`config.mk`:
```
export PLATFORM = sky130hd
export DESIGN_NAME = sca_dev_flat
export DESIGN_NICKNAME = d
export VERILOG_FILES = /design/src/inc/sca_pkg.sv /design/src/inc/sca_local_if.sv /design/src/rtl/sca_byte_fifo.sv /design/src/rtl/sca_dev.sv /design/src/flat_wrapper.sv
export VERILOG_INCLUDE_DIRS = /design/src /design/src/inc
export SDC_FILE = /design/constraint.sdc
export NUM_CORES = 1
export LEC_CHECK = 0
export BUFFER_PORTS_ARGS = -buffer_cell sky130_fd_sc_hd__buf_4
export CAP_MARGIN = 20
export CORE_MARGIN = 5
export CORE_UTILIZATION = 50
export DETAILED_ROUTE_END_ITERATION = 7
export MAX_ROUTING_LAYER = met4
export PLACE_DENSITY = 0.71
export SLEW_MARGIN = 15
export SYNTH_ARGS = -nofsm -noshare
export SYNTH_HDL_FRONTEND = slang
export SYNTH_SLANG_ARGS = --single-unit
```
`constraint.sdc`:
```
create_clock -name clk_sys -period 20.4 [get_ports clk_sys]
set_clock_uncertainty 0.2 [all_clocks]
set_input_delay 4.08 -clock clk_sys [delete_from_list [all_inputs] [get_ports clk_sys]]
set_output_delay 4.08 -clock clk_sys [all_outputs]
set_load 0.005 [all_outputs]
```
`src/inc/sca_defines.svh`:
```
// address map and status word layout
`ifndef SCA_DEFINES_SVH
`define SCA_DEFINES_SVH

// ----------------------------------------
// local i/o addresses
// ----------------------------------------
`define SCA_ADDR_ID_VECTOR   16'h0480
`define SCA_ADDR_LOCAL_PAGE  16'h0482
`define SCA_ADDR_CSW         16'h0484
`define SCA_ADDR_BUS_RESET   16'h0486
`define SCA_ADDR_CLR_BASE    16'h0488
`define SCA_ADDR_CHIP_IRQ_RD 16'h040d
`define SCA_ADDR_IN_PAGE     16'h04a2
`define SCA_ADDR_OUT_PAGE    16'h04c2
`define SCA_ADDR_HOST_FRST   16'h0500
`define SCA_ADDR_TGT_FRST    16'h0580
`define SCA_ADDR_FIFO_WORD   16'h0600
`define SCA_ADDR_FIFO_BYTE   16'h0608

// ----------------------------------------
// control status word bit positions
// ----------------------------------------
`define SCA_BIT_WPTR     15
`define SCA_BIT_RPTR     14
`define SCA_BIT_BEMPTY   13
`define SCA_BIT_BFULL    12
`define SCA_BIT_WFULL1_N 11
`define SCA_BIT_WFULL0_N 10
`define SCA_BIT_WAVAIL1  9
`define SCA_BIT_WAVAIL0  8
`define SCA_BIT_HIRQ_N   7
`define SCA_BIT_CHIP_N   6
`define SCA_BIT_NMI_N    5
`define SCA_BIT_EOPB_N   4
`define SCA_BIT_EOPA_N   3
`define SCA_BIT_BRST_N   2
`define SCA_BIT_ATTN     1
`define SCA_BIT_PRECFG   0
`define SCA_CSW_LOW_RST  8'hfc

// ----------------------------------------
// controller command port
// ----------------------------------------
`define SCA_SW_CMD       4'h0
`define SCA_SW_ADDR      4'h1
`define SCA_SW_DATA      4'h2
`define SCA_SW_STAT      4'h3
`define SCA_INIT_LAST    3'h5
`define SCA_FIFO_DEPTH   16

`endif

```
`src/inc/sca_pkg.sv`:
```
// shared types of both ends
`default_nettype none
package sca_pkg;

    typedef enum logic [2:0] {
        OP_RAW_WR  = 3'b000,
        OP_RAW_RD  = 3'b001,
        OP_WORD_WR = 3'b010,
        OP_WORD_RD = 3'b011,
        OP_BYTE_WR = 3'b100,
        OP_BYTE_RD = 3'b101
    } sca_op_type;

    typedef enum logic [2:0] {
        ST_INIT     = 3'b000,
        ST_IDLE     = 3'b001,
        ST_CHECK    = 3'b010,
        ST_CHK_WAIT = 3'b011,
        ST_CHK_EVAL = 3'b100,
        ST_ISSUE    = 3'b101,
        ST_ISS_WAIT = 3'b110,
        ST_ISS_CAPT = 3'b111
    } sca_host_state_type;

    typedef struct packed {
        logic        wptr;
        logic        rptr;
        logic [7:0]  low;
        logic [15:0] rdata;
        logic [15:0] id_vector;
        logic [6:0]  local_page;
        logic [6:0]  in_page;
        logic [6:0]  out_page;
        logic        bus_reset;
        logic [4:0]  irq;
    } sca_dev_state_type;

    typedef struct packed {
        sca_host_state_type st;
        logic [2:0]  op;
        logic [15:0] addr;
        logic [15:0] data;
        logic [15:0] result;
        logic        busy;
        logic        refused;
        logic        done;
        logic        init_done;
        logic [2:0]  init_idx;
        logic [15:0] sw_rdata;
        logic [15:0] lb_addr;
        logic [15:0] lb_wdata;
        logic        lb_wr;
        logic        lb_rd;
    } sca_host_regs_type;

endpackage
`default_nettype wire

```
`src/inc/sca_local_if.sv`:
```
// local i/o bus between the ends
`default_nettype none
interface sca_local_if;
    logic [15:0] addr;
    logic [15:0] wdata;
    logic        wr;
    logic        rd;
    logic [15:0] rdata;

    modport dev (input addr, input wdata, input wr, input rd, output rdata);
    modport host (output addr, output wdata, output wr, output rd, input rdata);
endinterface
`default_nettype wire

```
`src/rtl/sca_byte_fifo.sv`:
```
// one byte-wide fifo with flush
`default_nettype none
module sca_byte_fifo #(
    parameter int WIDTH = 8,
    parameter int DEPTH = 16
) (
    input  wire logic             clk_sys,
    input  wire logic             rst,
    input  wire logic             ce,
    input  wire logic             flush,
    input  wire logic             push,
    input  wire logic [WIDTH-1:0] din,
    input  wire logic             pop,
    output logic      [WIDTH-1:0] dout,
    output logic                  full,
    output logic                  empty
);
    localparam int AW = $clog2(DEPTH);

    typedef struct packed {
        logic [DEPTH-1:0][WIDTH-1:0] mem;
        logic [AW-1:0]               wi;
        logic [AW-1:0]               ri;
        logic [AW:0]                 cnt;
    } sca_fifo_state_type;

    sca_fifo_state_type r;
    sca_fifo_state_type next_r;
    logic               do_push;
    logic               do_pop;

    assign full  = (r.cnt == (AW+1)'(DEPTH));
    assign empty = (r.cnt == '0);
    assign dout  = r.mem[r.ri];

    always_comb
    begin
        next_r  = r;
        do_push = push && !full;
        do_pop  = pop && !empty;
        if (ce)
        begin
            if (flush)
            begin
                next_r.wi  = '0;
                next_r.ri  = '0;
                next_r.cnt = '0;
            end
            else
            begin
                if (do_push)
                begin
                    next_r.mem[r.wi] = din;
                    next_r.wi        = r.wi + 1'b1;
                end
                if (do_pop)
                    next_r.ri = r.ri + 1'b1;
                next_r.cnt = r.cnt + (AW+1)'(do_push) - (AW+1)'(do_pop);
            end
        end
    end

    always_ff @(posedge clk_sys or posedge rst)
    begin
        if (rst)
            r <= '0;
        else
            r <= next_r;
    end
endmodule // sca_byte_fifo
`default_nettype wire

```
`src/rtl/sca_dev.sv`:
```
// adapter end: status word, pages and fifos
// ----------------------------------------
// Notes on behaviour
// - write pointer toggles per byte write; select two zeroes
// - read pointer toggles per byte read; select three zeroes
// - bit 13: fifo at read pointer empty
// - bit 12: fifo at write pointer full
// - bits 11,10: word side full, active low
// - bits 9,8: word bytes available, low when empty
// - bit 7 drives host request; ack/reset/0x048f negate
// - bit 6 latches chip irq; chip register read clears
// - bit 5 nmi on dma fault; 0x048d clears
// - bits 4,3 end of process; 0x048c/0x048b clear
// - bit 2 bus reset; clear loses while condition
// - bit 1 attention set by host; 0x0489 clears
// - bit 0 set by id access outside an iack cycle; 0x0488 clears
// - firmware clears bits 5..0 after power up
// - one 16-bit status word read at 0x0484
// - three write-only 7-bit page registers: local, inbound and outbound
// - word access to both fifos at 0x0600
// ----------------------------------------
//
// The plain strobed port was left to the implementer.
`default_nettype none
`include "sca_defines.svh"
module sca_dev import sca_pkg::*; #(
    parameter int FIFO_DEPTH = `SCA_FIFO_DEPTH
) (
    input  wire logic        clk_sys,
    input  wire logic        rst,
    input  wire logic        ce,
    input  wire logic        sys_ctrl_access,
    input  wire logic        sys_idvec_access,
    input  wire logic        sys_iack_cycle,
    input  wire logic        interrupt_ack_strobe,
    input  wire logic        chip_irq,
    input  wire logic        dma_fault,
    input  wire logic        eop_a,
    input  wire logic        eop_b,
    input  wire logic        scsi_rst_detect,
    output logic             host_irq_request_n,
    output logic             local_irq_zero,
    output logic             local_irq_one,
    output logic             local_irq_two,
    output logic             local_irq_three,
    output logic             local_nmi,
    output logic      [15:0] id_vector,
    output logic      [6:0]  local_page,
    output logic      [6:0]  inbound_page,
    output logic      [6:0]  outbound_page,
    output logic             bus_reset_strobe,
    sca_local_if.dev         lb
);
    sca_dev_state_type r;
    sca_dev_state_type next_r;
    logic [1:0]        push;
    logic [1:0]        pop;
    logic [1:0][7:0]   din;
    logic [1:0][7:0]   dout;
    logic [1:0]        full;
    logic [1:0]        empty;
    logic              flush;
    logic              word_wr;
    logic              word_rd;
    logic              byte_wr;
    logic              byte_rd;
    logic [15:0]       stat;

    // ----------------------------------------
    // address decode
    // ----------------------------------------
    function automatic logic hit(input logic [15:0] a);
        return (lb.wr || lb.rd) && (lb.addr == a);
    endfunction

    function automatic logic clr(input int b);
        return hit(`SCA_ADDR_CLR_BASE + 16'(b));
    endfunction

    always_comb flush = hit(`SCA_ADDR_HOST_FRST) || hit(`SCA_ADDR_TGT_FRST);
    assign word_wr = lb.wr && lb.addr == `SCA_ADDR_FIFO_WORD;
    assign word_rd = lb.rd && lb.addr == `SCA_ADDR_FIFO_WORD;
    assign byte_wr = lb.wr && lb.addr == `SCA_ADDR_FIFO_BYTE;
    assign byte_rd = lb.rd && lb.addr == `SCA_ADDR_FIFO_BYTE;

    // ----------------------------------------
    // fifo pair
    // ----------------------------------------
    generate
        for (genvar g = 0; g < 2; g++)
        begin : g_fifo
            assign push[g] = word_wr || (byte_wr && r.wptr == 1'(g));
            assign pop[g]  = word_rd || (byte_rd && r.rptr == 1'(g));
            assign din[g]  = word_wr ? lb.wdata[8*g +: 8] : lb.wdata[7:0];

            sca_byte_fifo #(
                .WIDTH (8),
                .DEPTH (FIFO_DEPTH)
            ) u_fifo (
                .clk_sys (clk_sys),
                .rst     (rst),
                .ce      (ce),
                .flush   (flush),
                .push    (push[g]),
                .din     (din[g]),
                .pop     (pop[g]),
                .dout    (dout[g]),
                .full    (full[g]),
                .empty   (empty[g])
            );
        end
    endgenerate

    // ----------------------------------------
    // status word
    // ----------------------------------------
    always_comb
    begin
        stat                    = '0;
        stat[`SCA_BIT_WPTR]     = r.wptr;
        stat[`SCA_BIT_RPTR]     = r.rptr;
        stat[`SCA_BIT_BEMPTY]   = empty[r.rptr];
        stat[`SCA_BIT_BFULL]    = full[r.wptr];
        stat[`SCA_BIT_WFULL1_N] = !full[1];
        stat[`SCA_BIT_WFULL0_N] = !full[0];
        stat[`SCA_BIT_WAVAIL1]  = !empty[1];
        stat[`SCA_BIT_WAVAIL0]  = !empty[0];
        stat[7:0]               = r.low;
    end

    // ----------------------------------------
    // next state
    // ----------------------------------------
    always_comb
    begin
        next_r = r;
        if (ce)
        begin
            next_r.rdata = '0;
            if (lb.rd)
            begin
                case (lb.addr)
                    `SCA_ADDR_CSW:       next_r.rdata = stat;
                    `SCA_ADDR_FIFO_WORD: next_r.rdata = {dout[1], dout[0]};
                    `SCA_ADDR_FIFO_BYTE: next_r.rdata = {8'h00, dout[r.rptr]};
                    default:             next_r.rdata = '0;
                endcase
            end
            if (byte_wr)
                next_r.wptr = !r.wptr;
            if (hit(`SCA_ADDR_TGT_FRST))
                next_r.wptr = 1'b0;
            if (byte_rd)
                next_r.rptr = !r.rptr;
            if (hit(`SCA_ADDR_HOST_FRST))
                next_r.rptr = 1'b0;
            if (lb.wr)
            begin
                case (lb.addr)
                    `SCA_ADDR_ID_VECTOR:  next_r.id_vector  = lb.wdata;
                    `SCA_ADDR_LOCAL_PAGE: next_r.local_page = lb.wdata[6:0];
                    `SCA_ADDR_IN_PAGE:    next_r.in_page    = lb.wdata[6:0];
                    `SCA_ADDR_OUT_PAGE:   next_r.out_page   = lb.wdata[6:0];
                    `SCA_ADDR_BUS_RESET:  next_r.bus_reset  = lb.wdata[0];
                    default:              next_r.bus_reset  = r.bus_reset;
                endcase
            end
            // host request: firmware write wins
            if (interrupt_ack_strobe || clr(`SCA_BIT_HIRQ_N))
                next_r.low[`SCA_BIT_HIRQ_N] = 1'b1;
            if (lb.wr && lb.addr == `SCA_ADDR_CSW)
                next_r.low[`SCA_BIT_HIRQ_N] = lb.wdata[`SCA_BIT_HIRQ_N];
            // events after clears: set wins
            if (hit(`SCA_ADDR_CHIP_IRQ_RD))
                next_r.low[`SCA_BIT_CHIP_N] = 1'b1;
            if (chip_irq)
                next_r.low[`SCA_BIT_CHIP_N] = 1'b0;
            if (clr(`SCA_BIT_NMI_N))
                next_r.low[`SCA_BIT_NMI_N] = 1'b1;
            if (dma_fault)
                next_r.low[`SCA_BIT_NMI_N] = 1'b0;
            if (clr(`SCA_BIT_EOPB_N))
                next_r.low[`SCA_BIT_EOPB_N] = 1'b1;
            if (eop_b)
                next_r.low[`SCA_BIT_EOPB_N] = 1'b0;
            if (clr(`SCA_BIT_EOPA_N))
                next_r.low[`SCA_BIT_EOPA_N] = 1'b1;
            if (eop_a)
                next_r.low[`SCA_BIT_EOPA_N] = 1'b0;
            if (clr(`SCA_BIT_BRST_N))
                next_r.low[`SCA_BIT_BRST_N] = 1'b1;
            if (scsi_rst_detect)
                next_r.low[`SCA_BIT_BRST_N] = 1'b0;
            if (clr(`SCA_BIT_ATTN))
                next_r.low[`SCA_BIT_ATTN] = 1'b0;
            if (sys_ctrl_access)
                next_r.low[`SCA_BIT_ATTN] = 1'b1;
            if (clr(`SCA_BIT_PRECFG))
                next_r.low[`SCA_BIT_PRECFG] = 1'b0;
            if (sys_idvec_access && !sys_iack_cycle)
                next_r.low[`SCA_BIT_PRECFG] = 1'b1;
            // local interrupt lines: nmi, three, two, one, zero
            next_r.irq = {!next_r.low[`SCA_BIT_NMI_N],
                          !next_r.low[`SCA_BIT_EOPB_N] || !next_r.low[`SCA_BIT_EOPA_N],
                          !next_r.low[`SCA_BIT_CHIP_N] || !next_r.low[`SCA_BIT_BRST_N],
                          next_r.low[`SCA_BIT_ATTN],
                          next_r.low[`SCA_BIT_PRECFG]};
        end
    end

    // ----------------------------------------
    // state register
    // ----------------------------------------
    always_ff @(posedge clk_sys or posedge rst)
    begin
        if (rst)
        begin
            r     <= '0;
            r.low <= `SCA_CSW_LOW_RST;
        end
        else
            r <= next_r;
    end

    assign lb.rdata           = r.rdata;
    assign host_irq_request_n = r.low[`SCA_BIT_HIRQ_N];
    assign local_nmi          = r.irq[4];
    assign local_irq_three    = r.irq[3];
    assign local_irq_two      = r.irq[2];
    assign local_irq_one      = r.irq[1];
    assign local_irq_zero     = r.irq[0];
    assign id_vector          = r.id_vector;
    assign local_page         = r.local_page;
    assign inbound_page       = r.in_page;
    assign outbound_page      = r.out_page;
    assign bus_reset_strobe     = r.bus_reset;
endmodule // sca_dev
`default_nettype wire

```
`src/flat_wrapper.sv`:
```
// flat-port wrapper written by rule: the top's interface ports become plain ports
module sca_dev_flat import sca_pkg::*;
#(
    parameter int FIFO_DEPTH = `SCA_FIFO_DEPTH
)
  (clk_sys, rst, ce, sys_ctrl_access, sys_idvec_access, sys_iack_cycle, interrupt_ack_strobe, chip_irq, dma_fault, eop_a, eop_b, scsi_rst_detect, host_irq_request_n, local_irq_zero, local_irq_one, local_irq_two, local_irq_three, local_nmi, id_vector, local_page, inbound_page, outbound_page, bus_reset_strobe, lb_addr, lb_wdata, lb_wr, lb_rd, lb_rdata);
  sca_local_if lb_i ();
  input  wire logic clk_sys;
  input  wire logic rst;
  input  wire logic ce;
  input  wire logic sys_ctrl_access;
  input  wire logic sys_idvec_access;
  input  wire logic sys_iack_cycle;
  input  wire logic interrupt_ack_strobe;
  input  wire logic chip_irq;
  input  wire logic dma_fault;
  input  wire logic eop_a;
  input  wire logic eop_b;
  input  wire logic scsi_rst_detect;
  output logic host_irq_request_n;
  output logic local_irq_zero;
  output logic local_irq_one;
  output logic local_irq_two;
  output logic local_irq_three;
  output logic local_nmi;
  output logic      [15:0] id_vector;
  output logic      [6:0] local_page;
  output logic      [6:0] inbound_page;
  output logic      [6:0] outbound_page;
  output logic bus_reset_strobe;
  input wire logic [$bits(lb_i.addr)-1:0] lb_addr;
  input wire logic [$bits(lb_i.wdata)-1:0] lb_wdata;
  input wire logic [$bits(lb_i.wr)-1:0] lb_wr;
  input wire logic [$bits(lb_i.rd)-1:0] lb_rd;
  output wire logic [$bits(lb_i.rdata)-1:0] lb_rdata;
  assign lb_i.addr = lb_addr;
  assign lb_i.wdata = lb_wdata;
  assign lb_i.wr = lb_wr;
  assign lb_i.rd = lb_rd;
  assign lb_rdata = lb_i.rdata;
  sca_dev #(.FIFO_DEPTH(FIFO_DEPTH)) u_core (.clk_sys(clk_sys), .rst(rst), .ce(ce), .sys_ctrl_access(sys_ctrl_access), .sys_idvec_access(sys_idvec_access), .sys_iack_cycle(sys_iack_cycle), .interrupt_ack_strobe(interrupt_ack_strobe), .chip_irq(chip_irq), .dma_fault(dma_fault), .eop_a(eop_a), .eop_b(eop_b), .scsi_rst_detect(scsi_rst_detect), .host_irq_request_n(host_irq_request_n), .local_irq_zero(local_irq_zero), .local_irq_one(local_irq_one), .local_irq_two(local_irq_two), .local_irq_three(local_irq_three), .local_nmi(local_nmi), .id_vector(id_vector), .local_page(local_page), .inbound_page(inbound_page), .outbound_page(outbound_page), .bus_reset_strobe(bus_reset_strobe), .lb(lb_i));
endmodule
```
Word level (Yosys, flattened, before mapping)
Cells that the tools add are included.
{"block": "op_classes", "add_sub_neg": 8, "magnitude_cmp": 8, "eq_ne": 20, "n_mux": 50, "n_bitwise": 3, "reduce_logical": 70}
{"operator": "== test 16 x 11 -> 1 bit (second input constant)", "n": 18}
{"operator": "bitwise mux 128 bit", "n": 2}
{"operator": "binary-select mux 8 bit (select 4 bit)", "n": 2}
{"operator": "demux 8 bit (select 4 bit)", "n": 2}
{"operator": "2-to-1 mux 8 bit", "n": 7}
{"operator": "one-hot mux 16 bit (3 select lines)", "n": 1}
{"operator": "2-to-1 mux 1 bit", "n": 29}
{"operator": "logical AND 1 bit", "n": 26}
{"operator": "2-to-1 mux 13 bit", "n": 2}
{"operator": "AND reduction 3 bit", "n": 7}
{"operator": "< comparator 4 x 5 -> 1 bit (second input constant)", "n": 4}
{"operator": "adder 4 x 1 -> 4 bit (second input constant)", "n": 4}
{"operator": "2-to-1 mux 16 bit", "n": 1}
{"operator": "2-to-1 mux 4 bit", "n": 4}
{"operator": "AND reduction 2 bit", "n": 7}
{"operator": "nonzero test 2 bit", "n": 7}
{"operator": "logical NOT 1 bit", "n": 12}
{"operator": "adder 5 x 1 -> 5 bit", "n": 2}
{"operator": "== test 5 bit (second input constant)", "n": 2}
{"operator": "logical NOT 5 bit", "n": 2}
{"operator": "subtractor 5 x 1 -> 5 bit", "n": 2}
{"operator": "logical OR 1 bit", "n": 9}
{"operator": "greater-or-equal comparator 4 x 1 -> 1 bit (second input constant)", "n": 2}
{"operator": "< comparator 1 x 2 -> 1 bit (second input constant)", "n": 2}
{"operator": "NOT 1 bit", "n": 3}
{"block": "word_totals", "word_cells": 208, "inputBits": 46, "ff_bits": 351, "output_inout_bits": 60}

Longest topological paths before layout
{"block": "logic_depth", "depth_word": 8, "depth_mapped": 14}

By module
A second synthesis with hierarchy kept.
{"block": "hier_totals", "cells_unflattened": 1241, "area_unflattened_um2": 17396.7}
{"module": "sca_byte_fifo at u_core.g_fifo[1].u_fifo", "area_each_um2": 6922.9, "n_inst": 1, "cells_per_inst": 450, "seq_area_each_um2": 3528.4}
{"module": "sca_byte_fifo at u_core.g_fifo[0].u_fifo", "area_each_um2": 6802.8, "n_inst": 1, "cells_per_inst": 457, "seq_area_each_um2": 3528.4}
{"module": "sca_dev", "area_each_um2": 3671.0, "n_inst": 1, "cells_per_inst": 334, "seq_area_each_um2": 1684.1}

Worst setup path before layout
Ideal clock, no wire load.
{"block": "synth_timing", "kind": "input -> register", "start": "input lb_addr[11]", "end": "register u_core.g_fifo[0].u_fifo.r[4] (netlist bit)", "slack_ns": 13.512, "arrival_time_ns": 6.564, "stages": 13, "n_path_buf": 0, "cell_sequence": "nor4b_4 > and3_1 > and2_1 > nand3_1 > ha_1 > inv_1 > ha_1 > fa_1 > a21oi_1 > o21bai_1 > xnor2_1 > and3_1 > a211o_1"}
{"block": "synth_between", "elab_chain_len": 8, "word_cells_on_any_way": 20}
{"element": "start: declaration", "line_no": "flat_wrapper.sv:31", "text": "input wire logic [$bits(lb_i.addr)-1:0] lb_addr;"}
{"element": "== test 16 x 11 -> 1 bit (no line)"}
{"element": "logical AND 1 bit (no line)"}
{"element": "logical AND 1 bit", "line_no": "sca_dev.sv:92", "text": "assign push[g] = word_wr || (byte_wr && r.wptr == 1'(g));"}
{"element": "logical OR 1 bit", "line_no": "sca_dev.sv:92"}
{"element": "logical AND 1 bit", "line_no": "sca_byte_fifo.sv:39", "text": "do_push = push && !full;"}
{"element": "adder 5 x 1 -> 5 bit", "line_no": "sca_byte_fifo.sv:58", "text": "next_r.cnt = r.cnt + (AW+1)'(do_push) - (AW+1)'(do_pop);"}
{"element": "subtractor 5 x 1 -> 5 bit", "line_no": "sca_byte_fifo.sv:58"}
{"element": "2-to-1 mux 13 bit *", "line_no": "sca_byte_fifo.sv:43", "text": "if (flush)"}
{"element": "end signal: assignment", "line_no": "sca_byte_fifo.sv:68", "text": "r <= next_r;"}
{"element": "end: declaration", "line_no": "sca_byte_fifo.sv:27", "text": "sca_fifo_state_type r;"}
Mark *: on every way between the ends. The rest lies on a longest branch, timed or not.
A chain may end at the register's enable or synchronous reset.

Worst setup path in the final report
{"block": "layout_timing", "start": "input lb_addr[11]", "end": "register u_core.g_fifo[1].u_fifo.r[4] (netlist bit)"}
{"block": "layout_between", "elab_chain_len": 8, "word_cells_on_any_way": 20}
{"element": "== test 16 x 11 -> 1 bit (no line)"}
{"element": "logical AND 1 bit (no line)"}
{"element": "logical AND 1 bit", "line_no": "sca_dev.sv:92"}
{"element": "logical OR 1 bit", "line_no": "sca_dev.sv:92"}
{"element": "logical AND 1 bit", "line_no": "sca_byte_fifo.sv:39"}
{"element": "adder 5 x 1 -> 5 bit", "line_no": "sca_byte_fifo.sv:58"}
{"element": "subtractor 5 x 1 -> 5 bit", "line_no": "sca_byte_fifo.sv:58"}
{"element": "2-to-1 mux 13 bit *", "line_no": "sca_byte_fifo.sv:43"}
{"element": "end signal: assignment", "line_no": "sca_byte_fifo.sv:68"}
{"element": "end: declaration", "line_no": "sca_byte_fifo.sv:27"}
Marks and branches as above.

==> summary.txt <==
Run status
  – Outcome: finished clean

Critical path
  – R2R Setup Slk: 16.76 ns
  – Max FO, Critical Path: 9
  – Arr. time, crit path: 7.07 ns
  – CP Class: primary input to register
  – R2r endpoint: u_core.g_fifo[1].u_fifo.r[4]$_DFFE_PP0P_
  – CP peak stage delay: between 0.5 and 0.6 ns
  – Startpoint types: primary input
  – CP top delay family: simple AND/OR/NAND/NOR gates
  – Slowest stage cell, crit path: nor4b_4
  – Reg-to-reg startpoint: u_core.g_fifo[1].u_fifo.r[2]$_DFFE_PP0P_
  – CP Depth: 13
  – Crit path buf inv count: 2
  – CP Data Required Time: about 21 ns
  – Crit path cell chain: buf_4, nor4b_4, and3_1, nand4_1, ha_1, inv_1, ha_1, fa_1, a21oi_1, o21bai_1, xnor2_1, and3_1, a211o_1
  – R2r worst-path depth: 14
  – Crit path launch: lb_addr[11]
  – Crit path capture: u_core.g_fifo[1].u_fifo.r[4]$_DFFE_PP0P_
  – Critical path endpoint category: register

Placed design
  – Place WS: 13.05 ns
  – Port Buf Inserts: 105
  – Hpwl dp: around 27,000 um
  – Placer Congestion: 0.861

Route
  – DRC violations left: 0
  – Vias: 10,713
  – Total Wirelength: between 40,000 and 50,000 um
  – Antenna viol nets, final: 0
  – Via/cell ratio: 5.95
  – Drt pass-1 iters: 5
  – Avg WL per Cell: between 20 and 25 um
  – Number of DRC markers in iteration 0: approximately 750

Flow run
  – Max-cap violations: 0

Min path
  – Hold crit path type: register to register

Floorplan
  – Initial Utilization: 50.4%
  – Core ar.: 34,400 sq um
  – Chip height: 196 um
  – Die Area: roughly 38,000 sq um
  – Core Rows: 68
  – Die Wd: 196 um
  – I/O pin total: roughly 110

Final layout
  – Nets: roughly 1,400
  – N_diodes: 0
  – Fillers: 2,781
  – Syn-to-layout area delta: 12.5%
  – Proportion of layout cells with a drive suffix above 1: 44.9%

Synthesis
  – Yosys cell types: 66
  – Synth area leaders: dfrtp_1 50%, mux2_2 20%, mux4_2 8.3%, buf_4 2.3%, ha_1 1.6%
  – Synthesized netlist net count: 1,358
  – Mapped Cells: roughly 1,300
  – Post-synthesis compound-gate area fraction: under 10%
  – Commonest cells in the netlist: 343 x dfrtp_1, 311 x mux2_2, 64 x mux4_2
  – Most frequent cell after synthesis: dfrtp_1
  – Synthesis-stage register bit count: 349
  – Simple-Gate Fraction of Synth Area: 7.93%
  – Post-Syn Area: 17,300 sq um
  – Register area share after synthesis: 50.4%
  – Area share of the largest cell type after synthesis: 49.5%
  – Synth warn: 0
  – Async S/R FF share, synth: 100%
  – Post-synth EDFFs: 0
  – Syn avg cell area: 13.5 sq um
  – Adder-Cell Fraction of Synth Area: 1.82%
  – Top FF cell, synth: dfrtp_1
  – Synth area leader: dfrtp_1
  – Synth Area in XOR/XNOR: less than 1%
  – Main combinational cell family by area after synthesis: multiplexers
  – Mux cell area share after synthesis: between 30% and 40%

Power
  – Leakage Power: 0.00901 uW
  – PwrDens: 79.6 nW/um^2
  – Peak supply drop: between 0.07 and 0.08 mV

Global route
  – Total grt overflow: 0
  – First-pass GRT wire length: 65,000 um
  – Grt met1 use: a little under a third
  – Met3 Use GR: 2.73%
  – Largest net degree at the start of global routing: 178
  – Initial antenna violation count: 0
  – Met2 usage: 34.5%
  – Vias in the first global route: 11,167
  – Total track usage: a little over a fifth
  – Layer with the highest usage: met2

STA
  – Max-Slew Margin vs Limit: approximately 27%
  – Max frequency: 146 MHz
  – Setup TNS: 0 ns
  – Hold Fails Final Rpt: 0
  – RSZ-0062 raised after global routing: no
  – Period utilization: 33.6%
  – Final setup fails: 0
  – Final WS setup: 13.55 ns
  – Final Max Slew Viols: 0
  – Minimum clock period: 6.85 ns
  – Worst slew pin tran: around 1.1 ns

CTS
  – PostCTS Resize Cnt: 0
  – Clock transition at path regs: 0.06 ns
  – Clock latency on the worst-skew pair: about 0.54 ns
  – Number of buffers created by CTS: 39
  – Postcts setup bufs: 0
  – CTS sink cnt: roughly 350
  – Cts hold-fix bufs: 0
  – CTS tree: done
  – CTS Root Cell: clkbuf_16
  – Clk buf depth: 3
  – Htree depth: 2
[kinds of logic (layout without fill, tap and decap cells)]
| group | Yosys count | after routing |
|---|---|---|
| buf+inv | 166 | 225 |
| compound gates | 109 | 109 |
| flops | 349 | 349 |
| fa+ha+maj | 24 | 24 |
| mux | 405 | 405 |
| simple gates | 229 | 229 |
| xor+xnor | 6 | 6 |
[per-layer routing]
metal	vias to the layer above	share of wire (%)
li1	4751	-
met2	287	49
met4	0	1.8
met5	-	0
met3	56	4.6
met1	5619	45
[final cells by class]
cell class | instances | area, sq um | share of cell area [%]
inverters | 38 | 150 | 0.770
flip-flops and latches | 349 | 8740 | 44.9
clock buffers | 55 | 1130 | 5.78
clock inverters | 16 | 230 | 1.18
repair buffers | 116 | 903 | 4.64
multi-input cells | 773 | 7760 | 39.8
well taps | 455 | 569 | 2.92
[cells in the final DEF (no fill, tap or decap), types with 12 or more instances in the layout]
cell and n:
mux2_2 311, mux4_2 64, nand3_1 29, clkbuf_16 40, buf_4 114, nor2_1 32, mux2i_1 26, o21ai_0 26
nand2_1 35, inv_1 36, a21oi_1 13, dfrtp_1 342, ha_1 22, nor2_2 12, nor3_2 14, nor3_1 35
[worst reg2reg max path, delay by kind of cell, from the launching register on]
kind | cells | cell delay [ns]
adder cells (fa/ha/maj) | 4 | 1.11
AND/OR/NAND/NOR | 3 | 0.91
AO/OA/AOI/OAI | 4 | 0.63
flip-flops | 1 | 0.39
buffers and inverters | 2 | 0.15
XOR/XNOR | 1 | 0.15
[where the power goes]
part	internal, uW	switching [uW]	total, uW
Combinational	41.5	68.3	110
Sequential	701	6.05	707
Clock	441	294	735
[state kept, by name, summed over array words and instances (netlist names), 7 cells and up]
name and count:
u_core.inbound_page 7, u_core.id_vector 16, u_core.g_fifo.u_fifo.r 282, u_core.r 7, u_core.lb.rdata 16, u_core.outbound_page 7
u_core.local_page 7
[how the worst min path moves through the flow]
stage	startpoint	to	cells past startpoint
floorplan	u_core.g_fifo[0].u_fifo.r[135]$_DFFE_PP0P_	u_core.g_fifo[0].u_fifo.r[135]$_DFFE_PP0P_	1
CTS	u_core.g_fifo[1].u_fifo.r[28]$_DFFE_PP0P_	u_core.g_fifo[1].u_fifo.r[28]$_DFFE_PP0P_	1
detailed placement	u_core.g_fifo[1].u_fifo.r[28]$_DFFE_PP0P_	u_core.g_fifo[1].u_fifo.r[28]$_DFFE_PP0P_	1
global route	u_core.g_fifo[0].u_fifo.r[135]$_DFFE_PP0P_	u_core.g_fifo[0].u_fifo.r[135]$_DFFE_PP0P_	1
finish	u_core.g_fifo[0].u_fifo.r[135]$_DFFE_PP0P_	u_core.g_fifo[0].u_fifo.r[135]$_DFFE_PP0P_	1
global placement	u_core.g_fifo[0].u_fifo.r[21]$_DFFE_PP0P_	u_core.g_fifo[0].u_fifo.r[21]$_DFFE_PP0P_	1
[metrics by stage]
step / util [%] / instances / area, sq um / hold WS, ns / total power (uW)
2_1_floorplan: - / 1288 / 17300 / 0.253 / 796
3_3_place_gp: 52.7 / 1730 / 18100 / 0.267 / 825
3_5_place_dp: 52.7 / 1730 / 18100 / 0.278 / 829
4_1_cts: 56.6 / 1801 / 19500 / 0.292 / 1570
5_1_grt: 56.7 / 1802 / 19500 / 0.308 / 1610
6_report: 56.7 / 1802 / 19500 / 0.282 / 1550
No activity file was read; power rests on OpenSTA's default activity.
